[src/rst_seq_pkg.sv]
// package: constants and carrier types for the system reset sequencer
package rst_seq_pkg;

  // clock rate and derived cycle counts
  localparam int CLK_PERIOD_NS = 40;
  localparam int PIN_FILTER_NS = 60;
  localparam int PIN_FILTER_CYC =
    (PIN_FILTER_NS + CLK_PERIOD_NS - 1) / CLK_PERIOD_NS;
  localparam int WDT_RST_HOLD_CYC = 16;
  localparam int OSC_STAB_CYC = 1024;
  localparam int WDT_WIDTH = 16;

  // reset values
  localparam logic [7:0] DEBUG_CTRL_PIN_RESET = 8'h01;
  localparam logic [7:0] CAUSE_FLAGS_PIN_RESET = 8'h00;
  localparam logic [31:0] RESET_VECTOR = 32'h0000_0000;
  localparam logic [2:0] CPU_DIV_RESET = 3'h3; // divide by eight

  // reset cause flag positions
  localparam int LOW_VOLTAGE_RESET_FLAG_BIT = 0;
  localparam int CLOCK_MONITOR_RESET_FLAG_BIT = 1;
  localparam int WATCHDOG_RESET_FLAG_BIT = 4;

  // sequencer phases
  typedef enum logic [1:0] {
    PH_PIN_RESET,
    PH_WDT_RESET,
    PH_STABILIZE,
    PH_RUN
  } phase_t;

  // clock enables handed to the clock tree
  typedef struct packed {
    logic main_osc_run;
    logic int_osc_run;
    logic sub_osc_run;
    logic periph_clk_run;
    logic cpu_clk_run;
  } clk_ctrl_t;

endpackage : rst_seq_pkg

[src/system_reset_pin_and_watchdog.sv]
// module: system reset sequencer for pin and watchdog reset sources
`timescale 1ns/10ps
`default_nettype none

// Contract
// - pin held low keeps whole system in reset, all units initialized
// - pin returning high ends the pin reset state
// - pin input filtered about 60 ns against short noise pulses
// - main and internal oscillators stop in reset; subclock keeps running
// - peripheral clocks halted until stabilization time counted after release
// - system and cpu clocks stop; restart with cpu divider at eight
// - after stabilization following pin reset, cpu fetches from address zero
// - watchdog stopped and cleared in reset, counts up from zero after
// - ram kept across reset except power-on or access collision
// - all port lines high impedance during reset
// - pin reset initializes registers and sets debug control to 01H
// - watchdog reset initializes registers, debug control kept
// - watchdog overflow in reset mode asserts full system reset
// - watchdog reset lasts fixed delay then releases by itself
// - main oscillator held stopped through watchdog reset
// - pin reset clears cause flags; other sources set own flag only
// - software may only clear flags; set wins over clear
module system_reset_pin_and_watchdog
  import rst_seq_pkg::*;
#(
  parameter int FILTER_CYC = PIN_FILTER_CYC,
  parameter int WDT_HOLD_CYC = WDT_RST_HOLD_CYC,
  parameter int STAB_CYC = OSC_STAB_CYC
) (
  input wire logic clk,
  input wire logic reset,
  input wire logic reset_pin_n,
  input wire logic watchdog_reset_mode,
  input wire logic watchdog_overflow_reset,
  input wire logic low_voltage_reset_event,
  input wire logic clock_monitor_reset_event,
  input wire logic cpu_access_active,
  input wire logic [7:0] cause_flags_clear_mask,
  input wire logic cause_flags_clear_we,
  input wire logic debug_mode_enable_clear,
  output logic system_reset,
  output clk_ctrl_t clk_ctrl,
  output logic [2:0] cpu_clk_div,
  output logic cpu_start,
  output logic [31:0] cpu_fetch_addr,
  output logic watchdog_run,
  output logic [WDT_WIDTH-1:0] watchdog_count,
  output logic ram_contents_valid,
  output logic io_output_enable,
  output logic [7:0] debug_mode_control,
  output logic [7:0] reset_cause_flags
);

  localparam int FW = $clog2(FILTER_CYC + 1);
  localparam int HW = $clog2(WDT_HOLD_CYC + 1);
  localparam int SW = $clog2(STAB_CYC + 1);

  //////////////////////////////////////////////////////////////////////////
  // pin synchroniser and noise filter
  logic pin_meta_q, pin_meta_d;
  logic pin_sync_q, pin_sync_d;
  logic pin_filt_q, pin_filt_d;
  logic [FW-1:0] filt_cnt_q, filt_cnt_d;

  // filtered level only follows after FILTER_CYC stable samples
  always_comb begin
    pin_meta_d = reset_pin_n;
    pin_sync_d = pin_meta_q;
    pin_filt_d = pin_filt_q;
    filt_cnt_d = '0;
    if (pin_sync_q != pin_filt_q) begin
      if (filt_cnt_q == FW'(FILTER_CYC - 1)) begin
        pin_filt_d = pin_sync_q;
      end else begin
        filt_cnt_d = filt_cnt_q + FW'(1);
      end
    end
  end

  always_ff @(posedge clk) begin
    if (reset) begin
      pin_meta_q <= 1'b0;
      pin_sync_q <= 1'b0;
      pin_filt_q <= 1'b0;
      filt_cnt_q <= '0;
    end else begin
      pin_meta_q <= pin_meta_d;
      pin_sync_q <= pin_sync_d;
      pin_filt_q <= pin_filt_d;
      filt_cnt_q <= filt_cnt_d;
    end
  end

  //////////////////////////////////////////////////////////////////////////
  // reset sequencer
  phase_t phase_q, phase_d;
  logic [HW-1:0] hold_cnt_q, hold_cnt_d;
  logic [SW-1:0] stab_cnt_q, stab_cnt_d;
  logic pin_low;
  logic wdt_fire;
  logic in_reset;

  assign pin_low = !pin_filt_q;
  assign wdt_fire = watchdog_reset_mode && watchdog_overflow_reset;

  // pin reset outranks watchdog; watchdog hold ends by itself
  always_comb begin
    phase_d = phase_q;
    hold_cnt_d = hold_cnt_q;
    stab_cnt_d = stab_cnt_q;
    if (pin_low) begin
      phase_d = PH_PIN_RESET;
      stab_cnt_d = '0;
    end else begin
      unique case (phase_q)
        PH_PIN_RESET: begin
          phase_d = PH_STABILIZE;
          stab_cnt_d = '0;
        end
        PH_WDT_RESET: begin
          if (hold_cnt_q == HW'(WDT_HOLD_CYC - 1)) begin
            phase_d = PH_STABILIZE;
            stab_cnt_d = '0;
          end else begin
            hold_cnt_d = hold_cnt_q + HW'(1);
          end
        end
        PH_STABILIZE: begin
          if (wdt_fire) begin
            phase_d = PH_WDT_RESET;
            hold_cnt_d = '0;
          end else if (stab_cnt_q == SW'(STAB_CYC - 1)) begin
            phase_d = PH_RUN;
          end else begin
            stab_cnt_d = stab_cnt_q + SW'(1);
          end
        end
        PH_RUN: begin
          if (wdt_fire) begin
            phase_d = PH_WDT_RESET;
            hold_cnt_d = '0;
          end
        end
      endcase
    end
  end

  always_ff @(posedge clk) begin
    if (reset) begin
      phase_q <= PH_PIN_RESET;
      hold_cnt_q <= '0;
      stab_cnt_q <= '0;
    end else begin
      phase_q <= phase_d;
      hold_cnt_q <= hold_cnt_d;
      stab_cnt_q <= stab_cnt_d;
    end
  end

  // one merged system reset for both sources
  assign in_reset = (phase_q == PH_PIN_RESET) ||
                    (phase_q == PH_WDT_RESET);

  //////////////////////////////////////////////////////////////////////////
  // clock and cpu control outputs, registered; fetch address is the constant RESET_VECTOR
  logic sys_rst_q, sys_rst_d;
  clk_ctrl_t clk_q, clk_d;
  logic [2:0] div_q, div_d;
  logic start_q, start_d;
  logic io_oe_q, io_oe_d;

  always_comb begin
    sys_rst_d = (phase_d == PH_PIN_RESET) ||
                (phase_d == PH_WDT_RESET);
    clk_d.sub_osc_run = 1'b1;
    clk_d.main_osc_run = !sys_rst_d;
    clk_d.int_osc_run = !sys_rst_d;
    clk_d.periph_clk_run = (phase_d == PH_RUN);
    clk_d.cpu_clk_run = (phase_d == PH_RUN);
    div_d = sys_rst_d ? CPU_DIV_RESET : div_q;
    start_d = (phase_d == PH_RUN);
    io_oe_d = (phase_d == PH_RUN);
  end

  always_ff @(posedge clk) begin
    if (reset) begin
      sys_rst_q <= 1'b1;
      clk_q <= '{main_osc_run: 1'b0, int_osc_run: 1'b0, sub_osc_run: 1'b1,
                 periph_clk_run: 1'b0, cpu_clk_run: 1'b0};
      div_q <= CPU_DIV_RESET;
      start_q <= 1'b0;
      io_oe_q <= 1'b0;
    end else begin
      sys_rst_q <= sys_rst_d;
      clk_q <= clk_d;
      div_q <= div_d;
      start_q <= start_d;
      io_oe_q <= io_oe_d;
    end
  end

  assign system_reset = sys_rst_q;
  assign clk_ctrl = clk_q;
  assign cpu_clk_div = div_q;
  assign cpu_start = start_q;
  assign cpu_fetch_addr = RESET_VECTOR;
  assign io_output_enable = io_oe_q;

  //////////////////////////////////////////////////////////////////////////
  // secondary watchdog counter
  logic [WDT_WIDTH-1:0] wdt_q, wdt_d;

  // cleared in reset, counts on internal oscillator after release
  always_comb begin
    if (sys_rst_d) begin
      wdt_d = '0;
    end else begin
      wdt_d = wdt_q + WDT_WIDTH'(1);
    end
  end

  always_ff @(posedge clk) begin
    if (reset) begin
      wdt_q <= '0;
    end else begin
      wdt_q <= wdt_d;
    end
  end

  assign watchdog_count = wdt_q;
  assign watchdog_run = !sys_rst_q;

  //////////////////////////////////////////////////////////////////////////
  // ram validity tracking
  logic ram_ok_q, ram_ok_d;

  // lost at power-on or when an access meets reset entry
  always_comb begin
    ram_ok_d = ram_ok_q;
    if (!in_reset && sys_rst_d && cpu_access_active) begin
      ram_ok_d = 1'b0;
    end else if (phase_q == PH_RUN && cpu_access_active) begin
      ram_ok_d = 1'b1;
    end
  end

  always_ff @(posedge clk) begin
    if (reset) begin
      ram_ok_q <= 1'b0;
    end else begin
      ram_ok_q <= ram_ok_d;
    end
  end

  assign ram_contents_valid = ram_ok_q;

  //////////////////////////////////////////////////////////////////////////
  // debug control and reset cause flags
  logic [7:0] dbg_q, dbg_d;
  logic [7:0] flags_q, flags_d;
  logic wdt_entry;

  assign wdt_entry = (phase_d == PH_WDT_RESET) && (phase_q != PH_WDT_RESET);

  // pin reset rewrites both; other sources only set their flag
  always_comb begin
    dbg_d = dbg_q;
    flags_d = flags_q;
    if (phase_q == PH_PIN_RESET) begin
      dbg_d = DEBUG_CTRL_PIN_RESET;
      flags_d = CAUSE_FLAGS_PIN_RESET;
    end else begin
      if (debug_mode_enable_clear) begin
        dbg_d[0] = 1'b0;
      end
      if (cause_flags_clear_we) begin
        flags_d = flags_q & cause_flags_clear_mask;
      end
      if (wdt_entry) begin
        flags_d[WATCHDOG_RESET_FLAG_BIT] = 1'b1;
      end
      if (low_voltage_reset_event) begin
        flags_d[LOW_VOLTAGE_RESET_FLAG_BIT] = 1'b1;
      end
      if (clock_monitor_reset_event) begin
        flags_d[CLOCK_MONITOR_RESET_FLAG_BIT] = 1'b1;
      end
    end
  end

  always_ff @(posedge clk) begin
    if (reset) begin
      dbg_q <= DEBUG_CTRL_PIN_RESET;
      flags_q <= CAUSE_FLAGS_PIN_RESET;
    end else begin
      dbg_q <= dbg_d;
      flags_q <= flags_d;
    end
  end

  assign debug_mode_control = dbg_q;
  assign reset_cause_flags = flags_q;

endmodule // system_reset_pin_and_watchdog

`default_nettype wire

[config.mk]
export PLATFORM = sky130hd
export DESIGN_NAME = system_reset_pin_and_watchdog
export DESIGN_NICKNAME = d
export VERILOG_FILES = /design/src/rst_seq_pkg.sv /design/src/system_reset_pin_and_watchdog.sv
export SDC_FILE = /design/constraint.sdc
export NUM_CORES = 1
export LEC_CHECK = 0
export BUFFER_PORTS_ARGS = -buffer_cell sky130_fd_sc_hd__buf_4
export CAP_MARGIN = 10
export CORE_MARGIN = 4
export CORE_UTILIZATION = 46
export CTS_BUF_LIST = sky130_fd_sc_hd__clkbuf_8
export CTS_CLUSTER_DIAMETER = 150
export DETAILED_ROUTE_END_ITERATION = 10
export HOLD_SLACK_MARGIN = 0.06
export PLACE_DENSITY = 0.85
export SLEW_MARGIN = 20
export SYNTH_ARGS = -nofsm -noshare
export SYNTH_HDL_FRONTEND = slang
export SYNTH_SLANG_ARGS = --single-unit
[constraint.sdc]
create_clock -name clk -period 1.85 [get_ports clk]
set_input_delay 0.0925 -clock clk [delete_from_list [all_inputs] [get_ports clk]]
set_output_delay 0.0925 -clock clk [all_outputs]
set_load 0.01 [all_outputs]
After elaboration in Yosys (flattened, before gate mapping)

Cells that the tools add are included.

Register bits: 53
Input port bits: 18
Logic and storage cells: 83

$add $sub $neg: 4
Equality and inequality tests: 15
Muxes and demuxes: 17
Bitwise gates (word level): 3
Reductions and logical operators: 26

Operators with widths:

| operator                | count |
|---|---|
| $mux W11                | 3 |
| $pmux W11 S3            | 1 |
| $add A16 B1 Y16 const B | 1 |
| $mux W5                 | 3 |
| $add A11 B1 Y11 const B | 1 |
| $eq A11 B10 Y1 const B  | 1 |
| $mux W2                 | 5 |
| $pmux W5 S2             | 1 |
| $reduce_or A2 Y1        | 5 |
| $and A8 B8 Y8           | 1 |
| $ne A2 B2 Y1 const B    | 4 |
| $pmux W2 S4             | 1 |
| $reduce_and A4 Y1       | 2 |
| $reduce_bool A2 Y1      | 4 |
| $eq A2 B1 Y1 const B    | 3 |
| $eq A2 B2 Y1 const B    | 3 |
| $add A5 B1 Y5 const B   | 1 |
| $eq A5 B4 Y1 const B    | 1 |
| $logic_and A1 B1 Y1     | 5 |
| $logic_not A2 Y1        | 2 |
| $ne A2 B1 Y1 const B    | 2 |
| $logic_not A1 Y1        | 3 |
| $mux W1                 | 3 |
| $reduce_bool A3 Y1      | 1 |
| other kinds (6)         | 8 |

Depth between registers and ports, before layout

Depth after elaboration: 10
Gate-level depth with buffers: 8

Least setup slack after synthesis

No wires, ideal clock.

Path type: reg-to-reg
From: register hold_cnt_q[0]
To: register stab_cnt_q[6]
Setup time: 70 ps
Data arrival time: 1832 ps
Required time: 1780 ps
Slack: -52 ps
Stages on the path, launching flop included: 9
Period minus slack after synthesis: 1902 ps
Cells stage by stage: dfxtp_1 ha_1 and3_1 ha_1 and2b_1 nor2_1 buf_6 or4_1 a21oi_1

Cells in the longest elaborated chain, start to end: 3

RTL lines:

| item                        | RTL line                             | RTL |
|---|---|---|
| start, declared             | system_reset_pin_and_watchdog.sv:97  | `logic [HW-1:0] hold_cnt_q, hold_cnt_d;` |
| start signal, assigned      | system_reset_pin_and_watchdog.sv:155 | `hold_cnt_q <= hold_cnt_d;` |
| $eq A5 B4 Y1                | system_reset_pin_and_watchdog.sv:121 | `if (hold_cnt_q == HW'(WDT_HOLD_CYC - 1)) begin` |
| $ne A2 B2 Y1 (no line)      | n/a                                  |  |
| $reduce_and A4 Y1 (no line) | n/a                                  |  |
| end signal, assigned        | system_reset_pin_and_watchdog.sv:156 | `stab_cnt_q <= stab_cnt_d;` |
| end, declared               | system_reset_pin_and_watchdog.sv:98  | `logic [SW-1:0] stab_cnt_q, stab_cnt_d;` |

No other way between the ends.
A chain may end at the register's enable or synchronous reset.

Worst setup path after layout

From: register hold_cnt_q[1]
To: register stab_cnt_q[6]

Same word-level chain as after synthesis.

==> reports/metrics.yaml <==
r2r-start: "hold_cnt_q[1]"
power_density_mw_per_mm2: 609.0
final_net_count: 391
grtUsageMet2_pct: 27.84
drt_wl_total_um: 5818
post-place-ws_ns: -0.04798
skew_ns: 0.005193
cp_data_arrival_time_ns: 1.98
reg2reg_depth: 8
synth_area_per_cell_um2: 8.754
synthMuxAreaShare_pct: 1.906
layout.cells.non_filler: 441
diodes: 0
yosys_register_bits: 52
grt_max_degree: 18
hold_viol_final: 0
clockRootBuffer: "clkbuf_8"
syn2layout_area_growth_pct: 25.68
drive_gt1_share_pct: 26.02
clock.fmax_mhz: 561.2
max_cap_violations: 0
hp-class: "in -> reg"
clock_latency_ns: 0.31
clockBufferDepth: 2
synth_compound_area_share_pct: 12.01
setup_slack_ns: 0.06813
vias: 2222
die_w_um: 83.56
numCtsBuffers: 5
cts_tree: "built"
drt_iter0_markers: 128
hold_end: "reset_cause_flags[4]"
place_inst: 414
synth_top_family_by_area: "simple AND/OR/NAND/NOR gates"
synth_cell_types: 48
hpwl_um: 4001
dr.pass1.iters: 4
rows: 27
final_antenna_net_count: 0
grt_pass1_vias: 2119
timing.rr.end: "stab_cnt_q[6]"
port_buffers: 51
start_util_pct: 47.69
antenna_found_initial: 0
overflow: 0
grt_usage_pct: 15.40
nFillCells: 439
core_mm2: 0.005507
wl_per_cell_um: 13.19
rrSetupSlack_ns: 0.07
vias_per_cell: 5.039
worstHoldPathCells: 3
dieArea_mm2: 0.006982
synth_ff_type: "dfxtp_1"
finalPower_mw: 2.010
syn_area_mm2: 0.002626
gp_congestion: 0.8561
die_y_um: 83.56
leakage_nw: 1.344
vdd_drop_max_uv: 403.3
final_cell_mix: "buf_4 (62), dfxtp_1 (49), conb_1 (43)"
clock-sinks: 52
required_ns: 2.05
status: "completed"
post-route-drc-count: 0
critical_path.endpoint_type: "register"
io_pins: 95
final.min_clock_period_ns: 1.782
htree_levels: 2
ys_seq_area_share_pct: 39.64
maxSlewViolCount: 0
period_share_pct: 96.32
grtUsageMet1_pct: 17.21
cp-start-kind: "register"
synthCells: 300
synthAdderAreaFrac_pct: 2.382
final_common_cell: "buf_4"
min_from: "cause_flags_clear_mask[4]"
synth-simple-area-share_pct: 23.06
path_class: "reg -> reg"
synth-xor-area-share_pct: 4.002
use_met3_pct: 4.640
synth_edf_count: 0
setup_viol: 0
yosysWarningCount: 0
cp_max_fo: 6
clkTransAtPathRegs_ns: 0.09
async_reset_ff_share_pct: 0
grt_pass1_wl_um: 9183
grt.busiest_layer: "met2"
worst max-delay path by stage:
stage	endpoint	cells after the start	slack, ns	from
2_1_floorplan	stab_cnt_q[6]	8	0.01	hold_cnt_q[1]
3_3_place_gp	reset_cause_flags[4]	7	-0.009	hold_cnt_q[0]
3_5_place_dp	reset_cause_flags[4]	7	-0.05	hold_cnt_q[0]
4_1_cts	stab_cnt_q[3]	7	0.004	hold_cnt_q[1]
5_1_grt	stab_cnt_q[6]	8	-0.02	hold_cnt_q[1]
6_report	stab_cnt_q[6]	8	0.07	hold_cnt_q[1]
metrics by stage:
stage	area (µm²)	utilization, %	hold WS [ns]	setup TNS, ns
after global routing	3301	59.94	0.08873	-0.02698
final	3301	59.94	0.06347	0
after global placement	2914	52.92	0.3100	-0.009285
after detailed placement	2914	52.92	0.3131	-0.1790
after CTS	3198	58.08	0.06276	0
after floorplan	2801	-	0.2090	0
synth_stat cells (all sizes together) (4+ instances only):
| cell type | number | share of area, % |
|---|---|---|
| clkbuf | 4 | 0.57 |
| or3 | 6 | 1.4 |
| a21oi | 16 | 3.0 |
| xor2 | 7 | 2.3 |
| o21ai | 18 | 3.4 |
| nand4 | 5 | 1.4 |
| ha | 5 | 2.4 |
| o31ai | 4 | 1.1 |
| nor3 | 5 | 1.1 |
| inv | 9 | 1.3 |
| and3 | 9 | 2.1 |
| mux2i | 5 | 1.9 |
| dfxtp | 52 | 40 |
| or4 | 5 | 1.4 |
| buf | 52 | 15 |
| nand2b | 4 | 0.95 |
| nand2 | 10 | 1.4 |
| nor2 | 33 | 4.8 |
| xnor2 | 5 | 1.7 |
| nand3 | 14 | 2.7 |
layout make-up:
cell class	instances	area [µm²]	area share, %
multi-input cells	225	1418	42.95
flip-flops and latches	52	1050	31.80
inverters	9	36.28	1.099
clock buffers	5	68.82	2.085
clock inverters	3	42.54	1.289
repair buffers	75	595.6	18.04
well taps	72	90.09	2.729
per-layer routing:
metal / share of wire, % / vias to the layer above
met2: 52 / 85
li1: - / 1087
met5: 0 / -
met4: 1.2 / 0
met3: 7.5 / 8
met1: 39 / 1042
state kept, by name (all words and copies together), names as in the netlist:
register and flops:
stab_cnt_q 11, phase_q 2, io_output_enable 1, hold_cnt_q 5, debug_mode_control 1, filt_cnt_q 2, pin_sync_q 1, pin_filt_q 1
system_reset 1, clk_ctrl 1, reset_cause_flags 8, watchdog_count 16, pin_meta_q 1, ram_contents_valid 1
worst max-delay path: stages, from the launching register on:
cell	delay, ns
dfxtp_4	0.37
ha_4	0.14
and3_4	0.19
ha_4	0.15
and2b_4	0.21
nor2_4	0.08
buf_4	0.16
o31ai_2	0.28
a21oi_2	0.09
logic make-up (layout without fill, tap and decap cells):
| family | Yosys count | count (layout) |
|---|---|---|
| and+or+nand+nor | 109 | 110 |
| buffers and inverters | 65 | 92 |
| DFF | 52 | 52 |
| AOI/OAI and AO/OA | 50 | 50 |
| xor gates and xnor gates | 12 | 12 |
| adders and majority gates | 5 | 5 |
| muxes | 5 | 5 |
| other | 2 | 43 |
timing repair:
| item | in CTS | in global routing |
|---|---|---|
| pin swaps | 3 | 11 |
| hold buffers | 13 | 0 |
| resized for setup | 4 | 17 |
| hold endpoints to repair | 17 | 0 |
| setup endpoints to repair | 8 | 31 |
| gates cloned | 0 | 1 |
| buffers inserted | 4 | 1 |
power by group:
part	leakage, nW	internal [mW]	switching, mW
Combinational	0.863	0.0448	0.0626
Clock	0.0599	0.404	0.378
Sequential	0.421	1.12	0.00214
Power figures use the tool's default switching activity.
